`src/rtl/spl_regs.svh`:
```
/*
 * Offsets, field positions, reset values and error bit positions of the
 * per-port link status register set.
 * Assumes inclusion by bare name from the design files of this block.
 */
`ifndef SPL_REGS_SVH
`define SPL_REGS_SVH
`define SPL_OFF_TASKFILE 8'h20
`define SPL_OFF_SIGNATURE 8'h24
`define SPL_OFF_STATUS 8'h28
`define SPL_OFF_CONTROL 8'h2c
`define SPL_OFF_ERROR 8'h30
`define SPL_OFF_ACTIVE 8'h34
`define SPL_OFF_ISSUE 8'h38
`define SPL_OFF_NOTIFY 8'h3c
`define SPL_RST_TF_STATUS 8'h7f
`define SPL_RST_TF_ERROR 8'h00
`define SPL_RST_SIGNATURE 32'h0fffffff
`define SPL_CTL_WMASK 32'h00000ff0
`define SPL_ERR_IMPL_MASK 32'h066d0f03
`define SPL_BIT_BUSY 7
`define SPL_BIT_REQ 3
`define SPL_BIT_ERR 0
`define SPL_EB_INTERNAL 11
`define SPL_EB_PROTOCOL 10
`define SPL_EB_PERSIST 9
`define SPL_EB_DATA_UNREC 8
`define SPL_EB_LINK_BACK 1
`define SPL_EB_DATA_REC 0
`define SPL_EB_INIT 26
`define SPL_EB_UNKNOWN 25
`define SPL_EB_HANDSHAKE 22
`define SPL_EB_CRC 21
`define SPL_EB_DECODE 19
`define SPL_EB_WAKE 18
`define SPL_EB_READY_CHG 16
`endif

```
`src/rtl/spl_top_unused_guard.sv`:
```
/*
 * Holds no logic; the block lives in the other rtl files.
 */

```
`src/rtl/spl_pkg.sv`:
```
/*
 * Types shared by the link status register set.
 * Assumes the constants header is included by the design files.
 */
package spl_pkg;
    typedef enum logic [3:0] {
        SPL_DET_NONE = 4'h0,
        SPL_DET_PRESENT = 4'h1,
        SPL_DET_LINKED = 4'h3,
        SPL_DET_OFFLINE = 4'h4
    } spl_det_t;
    typedef struct packed {
        logic valid;
        logic [7:0] status;
        logic [7:0] error;
        logic [7:0] lba_hi;
        logic [7:0] lba_mid;
        logic [7:0] lba_lo;
        logic [7:0] count;
        logic [4:0] slot;
    } spl_d2h_t;
    typedef struct packed {
        logic valid;
        logic success;
        logic [31:0] active;
        logic notify;
        logic [3:0] pm_port;
    } spl_sdb_t;
    typedef struct packed {
        logic present;
        logic ready;
        logic [1:0] gen;
        logic partial;
        logic slumber;
    } spl_phy_t;
    typedef struct packed {
        logic valid;
        logic slumber;
    } spl_pm_req_t;
    typedef struct packed {
        logic internal;
        logic protocol;
        logic persistent;
        logic data_unrec;
        logic data_rec;
        logic init_rx;
        logic wake;
        logic unknown_fis;
        logic handshake;
        logic crc;
        logic decode;
    } spl_err_ev_t;
    typedef struct packed {
        logic [31:0] ctl;
        logic [31:0] sts;
        logic comreset;
        logic offline;
        logic pm_nak;
        logic pm_ack;
    } spl_link_state_t;
    // sticky update where a new set wins over a same-cycle clear
    function automatic logic [31:0] spl_sticky(input logic [31:0] old,
                                               input logic [31:0] clr,
                                               input logic [31:0] set);
        spl_sticky = (old & ~clr) | set;
    endfunction
endpackage

```
`src/rtl/spl_top.sv`:
```
/*
 * Per-port link status register set: task file mirror, signature, link
 * status and control, error accumulation, queued tag and slot tracking.
 * Assumes register accesses are single-cycle strobes and link events are
 * one-cycle pulses synchronous to i_clock.
 */
`timescale 1ns/1ns
`default_nettype none
`include "spl_regs.svh"
module spl_top (
    input wire logic i_clock,
    input wire logic i_reset_n,
    input wire logic i_reg_wr,
    input wire logic i_reg_rd,
    input wire logic [7:0] i_reg_addr,
    input wire logic [31:0] i_reg_wdata,
    input wire logic i_command_engine_start_bit,
    input wire spl_pkg::spl_d2h_t i_d2h,
    input wire spl_pkg::spl_sdb_t i_sdb,
    input wire spl_pkg::spl_phy_t i_phy,
    input wire spl_pkg::spl_pm_req_t i_pm_req,
    input wire spl_pkg::spl_err_ev_t i_ev,
    output logic [31:0] o_reg_rdata,
    output logic o_comreset,
    output logic o_phy_offline,
    output logic [3:0] o_speed_cap,
    output logic o_partial_allowed,
    output logic o_slumber_allowed,
    output logic o_pm_nak,
    output logic o_pm_ack,
    output logic o_init_signal_irq_status,
    output logic o_phy_ready_change_irq_status
);
    ////////////////////////////////////////////////////////////////////////
    // state
    typedef struct packed {
        logic [7:0] tf_status;
        logic [7:0] tf_error;
        logic [31:0] signature;
        logic sig_taken;
        logic [31:0] active;
        logic [31:0] issue;
        logic [15:0] notify;
        logic start_q;
        logic ready_q;
        logic was_up;
        logic partial_ok;
        logic slumber_ok;
        logic [31:0] rdata;
    } spl_top_state_t;

    spl_top_state_t state;
    spl_top_state_t next_state;
    spl_pkg::spl_link_state_t link;
    logic [31:0] err_value;
    logic [31:0] err_set;
    logic wr_ctl;
    logic wr_err;
    logic stop;
    logic clean_frame;
    logic [31:0] slot_mask;
    logic [31:0] sdb_clear;
    logic [31:0] notify_set;
    logic [31:0] notify_all;
    logic wr_ntf;

    ////////////////////////////////////////////////////////////////////////
    // decode helper
    function automatic logic hit(input logic [7:0] addr, input logic [7:0] off);
        hit = (addr == off);
    endfunction

    ////////////////////////////////////////////////////////////////////////
    // write strobes and link events
    assign wr_ctl = i_reg_wr & hit(i_reg_addr, `SPL_OFF_CONTROL);
    assign wr_err = i_reg_wr & hit(i_reg_addr, `SPL_OFF_ERROR);
    assign wr_ntf = i_reg_wr & hit(i_reg_addr, `SPL_OFF_NOTIFY);
    assign stop = state.start_q & ~i_command_engine_start_bit;
    assign clean_frame = i_d2h.valid & ~i_d2h.status[`SPL_BIT_BUSY]
                         & ~i_d2h.status[`SPL_BIT_REQ] & ~i_d2h.status[`SPL_BIT_ERR];
    assign slot_mask = 32'h00000001 << i_d2h.slot;
    assign sdb_clear = (i_sdb.valid & i_sdb.success) ? i_sdb.active : 32'h00000000;
    assign notify_set = (i_sdb.valid & i_sdb.notify) ? (32'h00000001 << i_sdb.pm_port)
                        : 32'h00000000;

    // error and diagnostic event mapping
    always_comb begin
        err_set = 32'h00000000;
        err_set[`SPL_EB_INTERNAL] = i_ev.internal;
        err_set[`SPL_EB_PROTOCOL] = i_ev.protocol;
        err_set[`SPL_EB_PERSIST] = i_ev.persistent;
        err_set[`SPL_EB_LINK_BACK] = i_phy.ready & ~state.ready_q & state.was_up;
        err_set[`SPL_EB_DATA_UNREC] = i_ev.data_unrec;
        err_set[`SPL_EB_DATA_REC] = i_ev.data_rec;
        err_set[`SPL_EB_INIT] = i_ev.init_rx;
        err_set[`SPL_EB_WAKE] = i_ev.wake;
        err_set[`SPL_EB_READY_CHG] = i_phy.ready ^ state.ready_q;
        err_set[`SPL_EB_UNKNOWN] = i_ev.unknown_fis;
        err_set[`SPL_EB_HANDSHAKE] = i_ev.handshake;
        err_set[`SPL_EB_CRC] = i_ev.crc;
        err_set[`SPL_EB_DECODE] = i_ev.decode;
    end

    ////////////////////////////////////////////////////////////////////////
    // sub-blocks
    spl_err_acc #(
        .IMPL_MASK(`SPL_ERR_IMPL_MASK)
    ) u_err (
        .i_clock(i_clock),
        .i_reset_n(i_reset_n),
        .i_clr_we(wr_err),
        .i_clr_data(i_reg_wdata),
        .i_set(err_set),
        .o_value(err_value)
    );

    spl_link_ctrl u_link (
        .i_clock(i_clock),
        .i_reset_n(i_reset_n),
        .i_wr(wr_ctl),
        .i_wdata(i_reg_wdata & `SPL_CTL_WMASK | i_reg_wdata & 32'h0000000f),
        .i_start(i_command_engine_start_bit),
        .i_phy(i_phy),
        .i_pm_req(i_pm_req),
        .o_state(link)
    );

    ////////////////////////////////////////////////////////////////////////
    // next state
    always_comb begin
        next_state = state;
        next_state.start_q = i_command_engine_start_bit;
        next_state.ready_q = i_phy.ready;
        if (i_phy.ready)
            next_state.was_up = 1'b1;
        // power permissions registered so the outputs come from flops
        next_state.partial_ok = ~link.ctl[8];
        next_state.slumber_ok = ~link.ctl[9];

        // task file mirror follows every status frame
        if (i_d2h.valid) begin
            next_state.tf_status = i_d2h.status;
            next_state.tf_error = i_d2h.error;
        end

        // signature re-arms on link reset and takes the first frame after it
        if (link.comreset)
            next_state.sig_taken = 1'b0;
        else if (i_d2h.valid & ~state.sig_taken) begin
            next_state.sig_taken = 1'b1;
            next_state.signature = {i_d2h.lba_hi, i_d2h.lba_mid,
                                    i_d2h.lba_lo, i_d2h.count};
        end

        // queued tags: completion clears, software write sets while running, stop clears all
        next_state.active = state.active & ~sdb_clear;
        if (i_reg_wr & hit(i_reg_addr, `SPL_OFF_ACTIVE) & i_command_engine_start_bit)
            next_state.active = next_state.active | i_reg_wdata;
        if (stop)
            next_state.active = 32'h00000000;

        // issue slots: clean frame clears its slot, software sets while running
        next_state.issue = clean_frame ? (state.issue & ~slot_mask) : state.issue;
        if (i_reg_wr & hit(i_reg_addr, `SPL_OFF_ISSUE) & i_command_engine_start_bit)
            next_state.issue = next_state.issue | i_reg_wdata;
        if (stop)
            next_state.issue = 32'h00000000;

        // multiplier notification, write ones to clear
        notify_all = spl_pkg::spl_sticky({16'h0000, state.notify},
                                         wr_ntf ? i_reg_wdata : 32'h00000000, notify_set);
        next_state.notify = notify_all[15:0];

        // read data, registered; unmapped addresses read zero
        if (i_reg_rd) begin
            unique case (i_reg_addr)
                `SPL_OFF_TASKFILE: next_state.rdata = {16'h0000, state.tf_error,
                                                       state.tf_status};
                `SPL_OFF_SIGNATURE: next_state.rdata = state.signature;
                `SPL_OFF_STATUS: next_state.rdata = link.sts;
                `SPL_OFF_CONTROL: next_state.rdata = link.ctl;
                `SPL_OFF_ERROR: next_state.rdata = err_value;
                `SPL_OFF_ACTIVE: next_state.rdata = state.active;
                `SPL_OFF_ISSUE: next_state.rdata = state.issue;
                `SPL_OFF_NOTIFY: next_state.rdata = {16'h0000, state.notify};
                default: next_state.rdata = 32'h00000000;
            endcase
        end
    end

    ////////////////////////////////////////////////////////////////////////
    // registers
    always_ff @(posedge i_clock or negedge i_reset_n) begin
        if (!i_reset_n) begin
            state <= '0;
            state.tf_status <= `SPL_RST_TF_STATUS;
            state.tf_error <= `SPL_RST_TF_ERROR;
            state.signature <= `SPL_RST_SIGNATURE;
            state.partial_ok <= 1'b1;
            state.slumber_ok <= 1'b1;
        end else begin
            state <= next_state;
        end
    end

    ////////////////////////////////////////////////////////////////////////
    // outputs
    assign o_reg_rdata = state.rdata;
    assign o_comreset = link.comreset;
    assign o_phy_offline = link.offline;
    assign o_speed_cap = link.ctl[7:4];
    assign o_partial_allowed = state.partial_ok;
    assign o_slumber_allowed = state.slumber_ok;
    assign o_pm_nak = link.pm_nak;
    assign o_pm_ack = link.pm_ack;
    assign o_init_signal_irq_status = err_value[`SPL_EB_INIT];
    assign o_phy_ready_change_irq_status = err_value[`SPL_EB_READY_CHG];
endmodule
`default_nettype wire

```
`src/rtl/spl_err_acc.sv`:
```
/*
 * Accumulating write-ones-to-clear error and diagnostic register.
 * Assumes the caller presents one-cycle set pulses already mapped to bits.
 */
`timescale 1ns/1ns
`default_nettype none
`include "spl_regs.svh"
module spl_err_acc #(
    parameter logic [31:0] IMPL_MASK = `SPL_ERR_IMPL_MASK
) (
    input wire logic i_clock,
    input wire logic i_reset_n,
    input wire logic i_clr_we,
    input wire logic [31:0] i_clr_data,
    input wire logic [31:0] i_set,
    output logic [31:0] o_value
);
    logic [31:0] state;
    logic [31:0] next_state;
    // a mask that would let constant-zero bits set is refused at elaboration
    if (IMPL_MASK[24] | IMPL_MASK[20] | IMPL_MASK[17]) begin : g_bad_mask
        $error("spl_err_acc: bits 24, 20, 17 must stay unimplemented");
    end
    // constant-zero bits are masked off the set path
    always_comb begin
        next_state = spl_pkg::spl_sticky(state, i_clr_we ? i_clr_data : 32'h00000000,
                                         i_set) & IMPL_MASK;
    end
    always_ff @(posedge i_clock or negedge i_reset_n) begin
        if (!i_reset_n) begin
            state <= 32'h00000000;
        end else begin
            state <= next_state;
        end
    end
    assign o_value = state;
endmodule
`default_nettype wire

```
`src/rtl/spl_link_ctrl.sv`:
```
/*
 * Link control register, link status reporting and power request refusal.
 * Assumes phy inputs are synchronous levels and requests are one-cycle pulses.
 */
`timescale 1ns/1ns
`default_nettype none
`include "spl_regs.svh"
module spl_link_ctrl (
    input wire logic i_clock,
    input wire logic i_reset_n,
    input wire logic i_wr,
    input wire logic [31:0] i_wdata,
    input wire logic i_start,
    input wire spl_pkg::spl_phy_t i_phy,
    input wire spl_pkg::spl_pm_req_t i_pm_req,
    output spl_pkg::spl_link_state_t o_state
);
    spl_pkg::spl_link_state_t state;
    spl_pkg::spl_link_state_t next_state;
    logic [3:0] det_ctl;
    logic refuse;
    always_comb begin
        next_state = state;
        // detection code is held while the engine runs; speed and power are free
        if (i_wr) begin
            next_state.ctl[11:4] = i_wdata[11:4];
            if (!i_start)
                next_state.ctl[3:0] = i_wdata[3:0];
        end
        det_ctl = state.ctl[3:0];
        next_state.comreset = (det_ctl == 4'h1);
        next_state.offline = (det_ctl == 4'h4);
        // detection field
        if (det_ctl == 4'h4)
            next_state.sts[3:0] = spl_pkg::SPL_DET_OFFLINE;
        else if (i_phy.ready)
            next_state.sts[3:0] = spl_pkg::SPL_DET_LINKED;
        else if (i_phy.present)
            next_state.sts[3:0] = spl_pkg::SPL_DET_PRESENT;
        else
            next_state.sts[3:0] = spl_pkg::SPL_DET_NONE;
        // speed and power fields read zero without a link
        next_state.sts[7:4] = i_phy.ready ? {2'b00, i_phy.gen} : 4'h0;
        if (!i_phy.ready)
            next_state.sts[11:8] = 4'h0;
        else if (i_phy.slumber)
            next_state.sts[11:8] = 4'h6;
        else if (i_phy.partial)
            next_state.sts[11:8] = 4'h2;
        else
            next_state.sts[11:8] = 4'h1;
        next_state.sts[31:12] = 20'h00000;
        // device requests for a disabled state are refused
        refuse = i_pm_req.slumber ? state.ctl[9] : state.ctl[8];
        next_state.pm_nak = i_pm_req.valid & refuse;
        next_state.pm_ack = i_pm_req.valid & ~refuse;
    end
    always_ff @(posedge i_clock or negedge i_reset_n) begin
        if (!i_reset_n) begin
            state <= '0;
        end else begin
            state <= next_state;
        end
    end
    assign o_state = state;
endmodule
`default_nettype wire

```
`config.mk`:
```
export PLATFORM = sky130hd
export DESIGN_NAME = spl_top
export DESIGN_NICKNAME = d
export VERILOG_FILES = /design/src/rtl/spl_top_unused_guard.sv /design/src/rtl/spl_pkg.sv /design/src/rtl/spl_top.sv /design/src/rtl/spl_err_acc.sv /design/src/rtl/spl_link_ctrl.sv
export VERILOG_INCLUDE_DIRS = /design/src /design/src/rtl
export SDC_FILE = /design/constraint.sdc
export NUM_CORES = 1
export LEC_CHECK = 0
export BUFFER_PORTS_ARGS = -buffer_cell sky130_fd_sc_hd__buf_2
export CELL_PAD_IN_SITES_DETAIL_PLACEMENT = 1
export CELL_PAD_IN_SITES_GLOBAL_PLACEMENT = 2
export CORE_ASPECT_RATIO = 1.25
export CORE_MARGIN = 2
export CORE_UTILIZATION = 36
export DETAILED_ROUTE_END_ITERATION = 10
export PLACE_DENSITY_LB_ADDON = 0.1
export SYNTH_ARGS = -nofsm -noshare
export SYNTH_HDL_FRONTEND = slang
export SYNTH_HIERARCHICAL = 1
export SYNTH_SLANG_ARGS = --single-unit
```
`constraint.sdc`:
```
create_clock -name i_clock -period 2.1 [get_ports i_clock]
set_clock_uncertainty 0.05 [all_clocks]
set_input_delay 0.105 -clock i_clock [delete_from_list [all_inputs] [get_ports i_clock]]
set_output_delay 0.105 -clock i_clock [all_outputs]
set_load 0.05 [all_outputs]
```
# Word-level counts from Yosys, hierarchy flattened
# Cells that the tools add are included.
# Widths: inputs -> output; s select.
totals:
  reg_bits: 207
  inputBits: 157
  output_inout_bits: 44
  elab_cells: 98
classes:
  eq_ne: 10
  shifts: 2
  mux: 20
  bitwise_logic: 42
  n_reduce_logical: 3
op_table:
  columns: ["cell", "count"]
  rows:
  - ["$pmux 32 s8", 1]
  - ["$mux 32", 6]
  - ["$and 32x32->32", 2]
  - ["$eq 8x6->1 const B", 8]
  - ["$not 32->32", 2]
  - ["$or 32x32->32", 2]
  - ["$mux 16", 2]
  - ["$shl 1x5->32 const A", 1]
  - ["$and 27x27->27", 1]
  - ["$mux 27", 1]
  - ["$not 27->27", 1]
  - ["$or 27x27->27", 1]
  - ["$and 1x1->1", 18]
  - ["$and 16x16->16", 1]
  - ["$mux 4", 4]
  - ["$not 16->16", 1]
  - ["$or 16x16->16", 1]
  - ["$shl 1x4->16 const A", 1]
  - ["$or 12x4->12", 1]
  - ["$not 1->1", 10]
  - ["$eq 4x1->1 const B", 1]
  - ["$eq 4x3->1 const B", 1]
  - ["$mux 1", 4]
  - ["$mux 2", 2]
  - ["3 further kinds", 4]

# Logic depth before layout (Yosys ltp)
# Gate-level depths: netlist (run 1).
depth:
  word_depth: 8
  depth_mapped: 8
  mapped_depth_nobuf: 5

# By module
# Netlist (run 1), hierarchy kept.
modules_own_cells:
  columns: ["module", "instances", "cells_per_inst", "area_each_um2", "seq_area_each_um2"]
  rows:
  - ["spl_top", 1, 819, 9026.2, 4200.3]
  - ["spl_link_ctrl", 1, 96, 1171.1, 575.6]
  - ["spl_err_acc", 1, 60, 629.4, 325.3]

# Worst setup path after synthesis (run 1)
# OpenSTA, ideal clock, no wires.
synth_path:
  path_kind: "register to register"
  start: "reg u_link.state, in the netlist u_link/o_state[3]"
  end: "reg state[146] (netlist name)"
  setup_time_ns: 0.125
  arrival_time_ns: 1.625
  required_time_ns: 1.925
  setup_slack_ns: 0.301
  stages_incl_launch_ff: 4
  n_path_buf: 1
  synth_period_minus_slack_ns: 1.799
  path_cell_list: "dfrtp_1 > nor3b_1 > buf_2 > mux2_2"
synth_between:
  elab_chain_cells: 2
synth_lines:
  columns: ["item", "line", "rtl"]
  rows:
  - ["start: declaration", "spl_link_ctrl.sv:18", "spl_pkg::spl_link_state_t state;"]
  - ["start signal: assignment", "spl_link_ctrl.sv:62", "state <= next_state;"]
  - ["$not 1->1 (no source line)", null, null]
  - ["$reduce_and 2->1 (no source line)", null, null]
  - ["end signal: assignment", "spl_top.sv:202", "state <= next_state;"]
  - ["end: declaration", "spl_top.sv:52", "spl_top_state_t state;"]
# Every way passes these cells.
# A chain may end at the register's enable or synchronous reset.

==> flow_summary_export.csv, run 1 <==
group,metric,value,unit
outcome,status,"finished clean",
floorplanning,start_util,36.3,%
placed_design,dpl.hpwl,27.1,mm
finish,instances_no_fill,1732,
power,power,10.4,mW
min_path,min_to,"state[53]",
global_routing,grt_pass1_wl,59.4,mm
power,power.density,720,nW/um2
finish,n_fill_cell,3333,
synth,syn_inst,974,
global_routing,grt_max_degree,61,
worst_setup_path,slowest_delay,0.60,ns
placed_design,dp.cells,1519,
finish,drive_gt1_share,36.1,%
clocking,post-cts-setup-buffers,0,
clocking,root_buffer,"clkbuf_16",
drt,drt-initial-drc-count,392,
worst_setup_path,reg2reg_slack,0.53,ns
clocking,clkTransAtPathRegs,0.06,ns
worst_setup_path,cp.arrival,2.40,ns
power,ir_worst_vdd,0.000506,V
finish,synthToLayoutAreaGrowth,33.7,%
drt,vias_per_cell,5.15,
worst_setup_path,critical-path-top-delay-family,"buffers and inverters",
power,leakage,6.25,nW
clocking,clk-insertion-delay-late,0.52,ns
worst_setup_path,r2r-end,"o_reg_rdata[9]",
worst_setup_path,crit_fanout,25,
global_routing,grt_use_met1,29.2,%
drt,routed_wl,38.9,mm
power,pwr-share-clk,40.8,%
floorplanning,die_height,198,um
placed_design,io_buffers,200,
clocking,clock-sinks,202,
floorplanning,die_w,159,um
clocking,cts_made_buffers,24,
drt,post_drt_wl_per_cell,22.4,um
worst_setup_path,reg2reg_depth,4,
power,switching_share,25.6,%
global_routing,top_usage_layer,"met2",
clocking,htreeDepth,1,
floorplanning,dieArea,31500,um2
floorplanning,rows,71,
worst_setup_path,required,2.51,ns
worst_setup_path,start_kind,"input port",
synth,synth_area,10800,um2
finish,antenna_cells,0,
sta,min_period,1.99,ns
synth,yosysWarnings,6,
sta,maxSlewViolCount,0,
min_path,min_from,"i_d2h[2]",
finish,final_nets,1471,
clocking,tritoncts,"done",
finish,multi_input_area,4910,um2
drt,dr.pass1.iters,4,
global_routing,met3_usage,2.66,%
finish,mostFrequentLayoutCells,"199 x buf_2, 169 x dlygate4sd3_1, 165 x dfrtp_1, 114 x nand2_1, 85 x mux2_2",
global_routing,grt_pass1_vias,9824,
power,power_frac_seq,44.2,%
floorplanning,core_area,29800,um2
drt,vias,8920,
sta,hold_viol,0,
worst_setup_path,rr_startpoint,"u_link/o_state[45]",
global_routing,antenna_found_initial,1,
sta,setup_violations,0,
global_routing,met2_usage,47.0,%
power,switching_power,2.67,mW
sta,setup_tns,0,ns
sta,hold_ws,0.0414,ns
worst_setup_path,worst-path-buf-inv,4,
drt,drcViolationCount,0,
sta,fmax,502,MHz
worst_setup_path,crit_top_cell,"dlygate4sd3_1",
floorplanning,num_io_pins,201,
min_path,min_path_type,"input port to register",
sta,worst_pin_slew,1.13,ns
worst_setup_path,cp-end-kind,"register",
worst_setup_path,path_cells,"dlygate4sd3_1, buf_2, nand3_2, nor3_4, buf_12, a22oi_2, dlygate4sd3_1, nor2_2",
sta,rsz0062_at_grt,"no",
power,pwr-share-comb,15.1,%
power,p_int,7.75,mW
finish,final_common_cell,"buf_2",
synth,synth.avg_cell_area,11.1,um2
global_routing,grtUsageTotal,24.6,%
placed_design,place.gp.congestion,0.782,
job,cap_viol_max_count,0,
sta,relSlewSlack,24.2,%
drt,ant_nets,0,
min_path,whs_path_depth,4,
clocking,clock_path_buffers,3,
sta,period_share,94.9,%
global_routing,overflow,0,
worst_setup_path,slowest_stage,"dlygate4sd3_1",
worst_setup_path,path_class,"input port to register",
finish,seq_area,5100,um2
==> cell type report <==
type | count | share of cell area [%]
well taps | 401 | 3.47
repair buffers | 414 | 21.6
flip-flops and latches | 202 | 35.3
clock inverters | 2 | 0.242
multi-input cells | 663 | 34.0
clock buffers | 42 | 5.25
inverters | 8 | 0.208
==> per-layer routing <==
layer / routed length [um] / vias to the layer above
li1: - / 4120
met1: 15500 / 4560
met2: 21200 / 193
met3: 1240 / 45
met4: 918 / 2
met5: 8 / -
==> worst min-delay path: cells and delay by family <==
family          cells  cell delay, ns
buf+inv             1            0.16
simple gates        2            0.15
compound gates      1            0.15
==> power groups by stage <==
stage	clock network, mW	registers [mW]	logic (mW)
4_1_cts	4.34	4.60	1.58
3_3_place_gp	0	4.66	1.34
5_1_grt	4.49	4.65	1.71
3_5_place_dp	0	4.67	1.36
6_report	4.25	4.60	1.57
2_1_floorplan	0	4.61	0.830
==> state kept, by name, indices dropped and copies added, names as in the netlist <==
signal,flops
o_partial_allowed,1
u_link/o_state,23
u_err/o_value,13
state,132
o_slumber_allowed,1
o_reg_rdata,32
==> stage by stage <==
| step | setup WS [ns] | cell area [um2] | utilization [%] |
|---|---|---|---|
| finish | 0.108 | 14500 | 48.5 |
| CTS | 0.0770 | 14500 | 48.4 |
| global placement | 0.156 | 12000 | 40.1 |
| global route | 0.0428 | 14500 | 48.5 |
| floorplan | 0.301 | 11100 | - |
| detailed placement | 0.144 | 12000 | 40.1 |
==> timing repair <==
item,CTS,global route
hold buffers,169,0
resized for setup,0,2
endpoints found under the hold margin,276,0
setup endpoints to repair,0,10
==> worst max path at each step <==
stage,from,end,depth (start not counted)
3_3_place_gp,i_d2h[52],state[68],5
4_1_cts,i_command_engine_start_bit,state[94],8
6_report,i_command_engine_start_bit,state[92],8
5_1_grt,i_d2h[52],state[67],6
2_1_floorplan,u_link/o_state[3],state[146],3
3_5_place_dp,i_d2h[52],state[68],5
(Power assumes the default switching activity.)
==> run 2, diff against run 1 <==
--- a/config.mk
+++ b/config.mk
@@ -14,6 +14,7 @@
 export CORE_UTILIZATION = 36
 export DETAILED_ROUTE_END_ITERATION = 10
 export PLACE_DENSITY_LB_ADDON = 0.1
+export REMOVE_ABC_BUFFERS = 1
 export SYNTH_ARGS = -nofsm -noshare
 export SYNTH_HDL_FRONTEND = slang
 export SYNTH_HIERARCHICAL = 1
==> flow_summary_export.csv, run 2 (same netlist as run 1, synthesis figures left out) <==
group,metric,value,unit
power,p_int,7.78,mW
sta,maxSlewViolCount,0,
clocking,clkTransAtPathRegs,0.06,ns
clocking,clk-insertion-delay-late,0.53,ns
power,power_frac_seq,44.1,%
global_routing,antenna_found_initial,1,
power,switching_share,25.3,%
worst_setup_path,crit_fanout,22,
drt,vias_per_cell,5.15,
global_routing,met3_usage,2.97,%
worst_setup_path,rr_startpoint,"state[36]",
worst_setup_path,required,2.52,ns
finish,drive_gt1_share,36.7,%
job,cap_viol_max_count,0,
sta,hold_viol,0,
worst_setup_path,crit_top_cell,"dlygate4sd3_1",
clocking,clock-sinks,202,
worst_setup_path,path_class,"input port to register",
finish,final_nets,1476,
drt,drcViolationCount,0,
worst_setup_path,path_cells,"dlygate4sd3_1, buf_2, nand3_1, nor3_4, buf_12, a22oi_2, dlygate4sd3_1, nor2_2",
worst_setup_path,slowest_stage,"dlygate4sd3_1",
floorplanning,start_util,36.3,%
finish,synthToLayoutAreaGrowth,34.4,%
outcome,status,"finished clean",
clocking,cts_made_buffers,24,
drt,routed_wl,39.2,mm
min_path,min_from,"i_sdb[4]",
global_routing,overflow,0,
placed_design,post_dp_cell_area,12100,um2
placed_design,io_buffers,200,
finish,top_register,"state",
global_routing,met2_usage,46.6,%
worst_setup_path,critPathLaunch,"i_command_engine_start_bit",
sta,fmax,494,MHz
drt,drt-initial-drc-count,401,
sta,setup_violations,0,
floorplanning,core_area,29800,um2
power,leakage,6.30,nW
sta,period_share,96.4,%
finish,stdcell_area,14500,um2
sta,min_period,2.03,ns
worst_setup_path,slowest_delay,0.58,ns
global_routing,top_usage_layer,"met2",
drt,vias,8955,
power,ir_worst_vdd,0.000467,V
min_path,min_path_type,"input port to register",
worst_setup_path,start_kind,"input port",
floorplanning,die_w,159,um
global_routing,grt_max_degree,53,
finish,largest_reg_flops,132,
floorplanning,num_io_pins,201,
clocking,tritoncts,"done",
global_routing,grt_pass1_vias,10046,
power,power.density,716,nW/um2
power,switching_power,2.64,mW
drt,post_drt_wl_per_cell,22.6,um
global_routing,grt_use_met1,30.2,%
floorplanning,dieArea,31500,um2
placed_design,place.gp.congestion,0.779,
floorplanning,rows,71,
sta,rsz0062_at_grt,"no",
global_routing,grtUsageTotal,24.9,%
placed_design,dpl.hpwl,27.1,mm
worst_setup_path,cp.arrival,2.44,ns
global_routing,grt_pass1_wl,60.2,mm
floorplanning,die_height,198,um
clocking,root_buffer,"clkbuf_16",
drt,ant_nets,0,
finish,final_util,48.7,%
clocking,htreeDepth,1,
sta,worst_pin_slew,1.30,ns
clocking,ctsResizeCount,0,
power,pwr-share-clk,40.9,%
finish,final_common_cell,"buf_2",
placed_design,dp.cells,1529,
worst_setup_path,cp-end-kind,"register",
sta,relSlewSlack,13.3,%
finish,mostFrequentLayoutCells,"199 x buf_2, 165 x dfrtp_1, 164 x dlygate4sd3_1, 114 x nand2_1, 85 x mux2_2",
finish,instances_no_fill,1738,
power,pwr-share-comb,15.0,%
clocking,clock_path_buffers,3,
drt,dr.pass1.iters,4,
==> run 2: worst paths after layout <==
| check | cells after the start | slack (ns) | endpoint |
|---|---|---|---|
| max | 8 | 0.07 | state[90] |
| min | 3 | 0.02 | state[51] |
| max reg2reg | 3 | 0.51 | state[57] |
| min reg2reg | 1 | 0.40 | o_slumber_allowed |
| max in group asynchronous | 3 | 1.17 | state[137] |
| min in group asynchronous | 2 | 0.07 | u_err/o_value[22] |
==> run 2: final cells by class <==
class,count,area (um2)
antenna,1,2.50
clock buffer,42,769
clock inverter,2,35.0
fill,3326,15300
inverter,8,30.0
multi-input combinational,663,4910
sequential,202,5100
tap,401,502
timing repair buffer,419,3200
==> run 2: worst max-delay path, delay by kind of cell <==
kind	cells	cell delay [ns]
buf+inv	4	1.56
simple gates	3	0.65
compound gates	1	0.11
==> run 2: power by group through the flow <==
stage / clock (mW) / sequential, mW / combinational [mW]
2_1_floorplan: 0 / 4.62 / 0.666
3_3_place_gp: 0 / 4.66 / 1.34
3_5_place_dp: 0 / 4.67 / 1.36
4_1_cts: 4.37 / 4.60 / 1.57
5_1_grt: 4.51 / 4.65 / 1.70
6_report: 4.26 / 4.60 / 1.56
==> run 2: timing repair <==
item / 4_1_cts / 5_1_grt
buffers inserted: 0 / 0
hold buffers: 164 / 0
hold endpoints to repair: 315 / 0
==> run 2: layer usage <==
layer / share of wire (%) / wire (um)
met5: 0 / 0
met4: 2.8 / 1080
met3: 3.5 / 1370
met2: 53 / 20600
met1: 41 / 16100
==> run 2: per-stage QoR <==
step           setup TNS, ns  setup slack (ns)  hold slack, ns  power, mW
2_1_floorplan         -67.69             -1.53          -0.241       5.29
3_3_place_gp               0            0.0793          0.0622       6.00
3_5_place_dp               0            0.0640          0.0628       6.02
4_1_cts                    0            0.0759         0.00719       10.5
5_1_grt                    0           0.00579          0.0224       10.9
6_report                   0            0.0749          0.0217       10.4
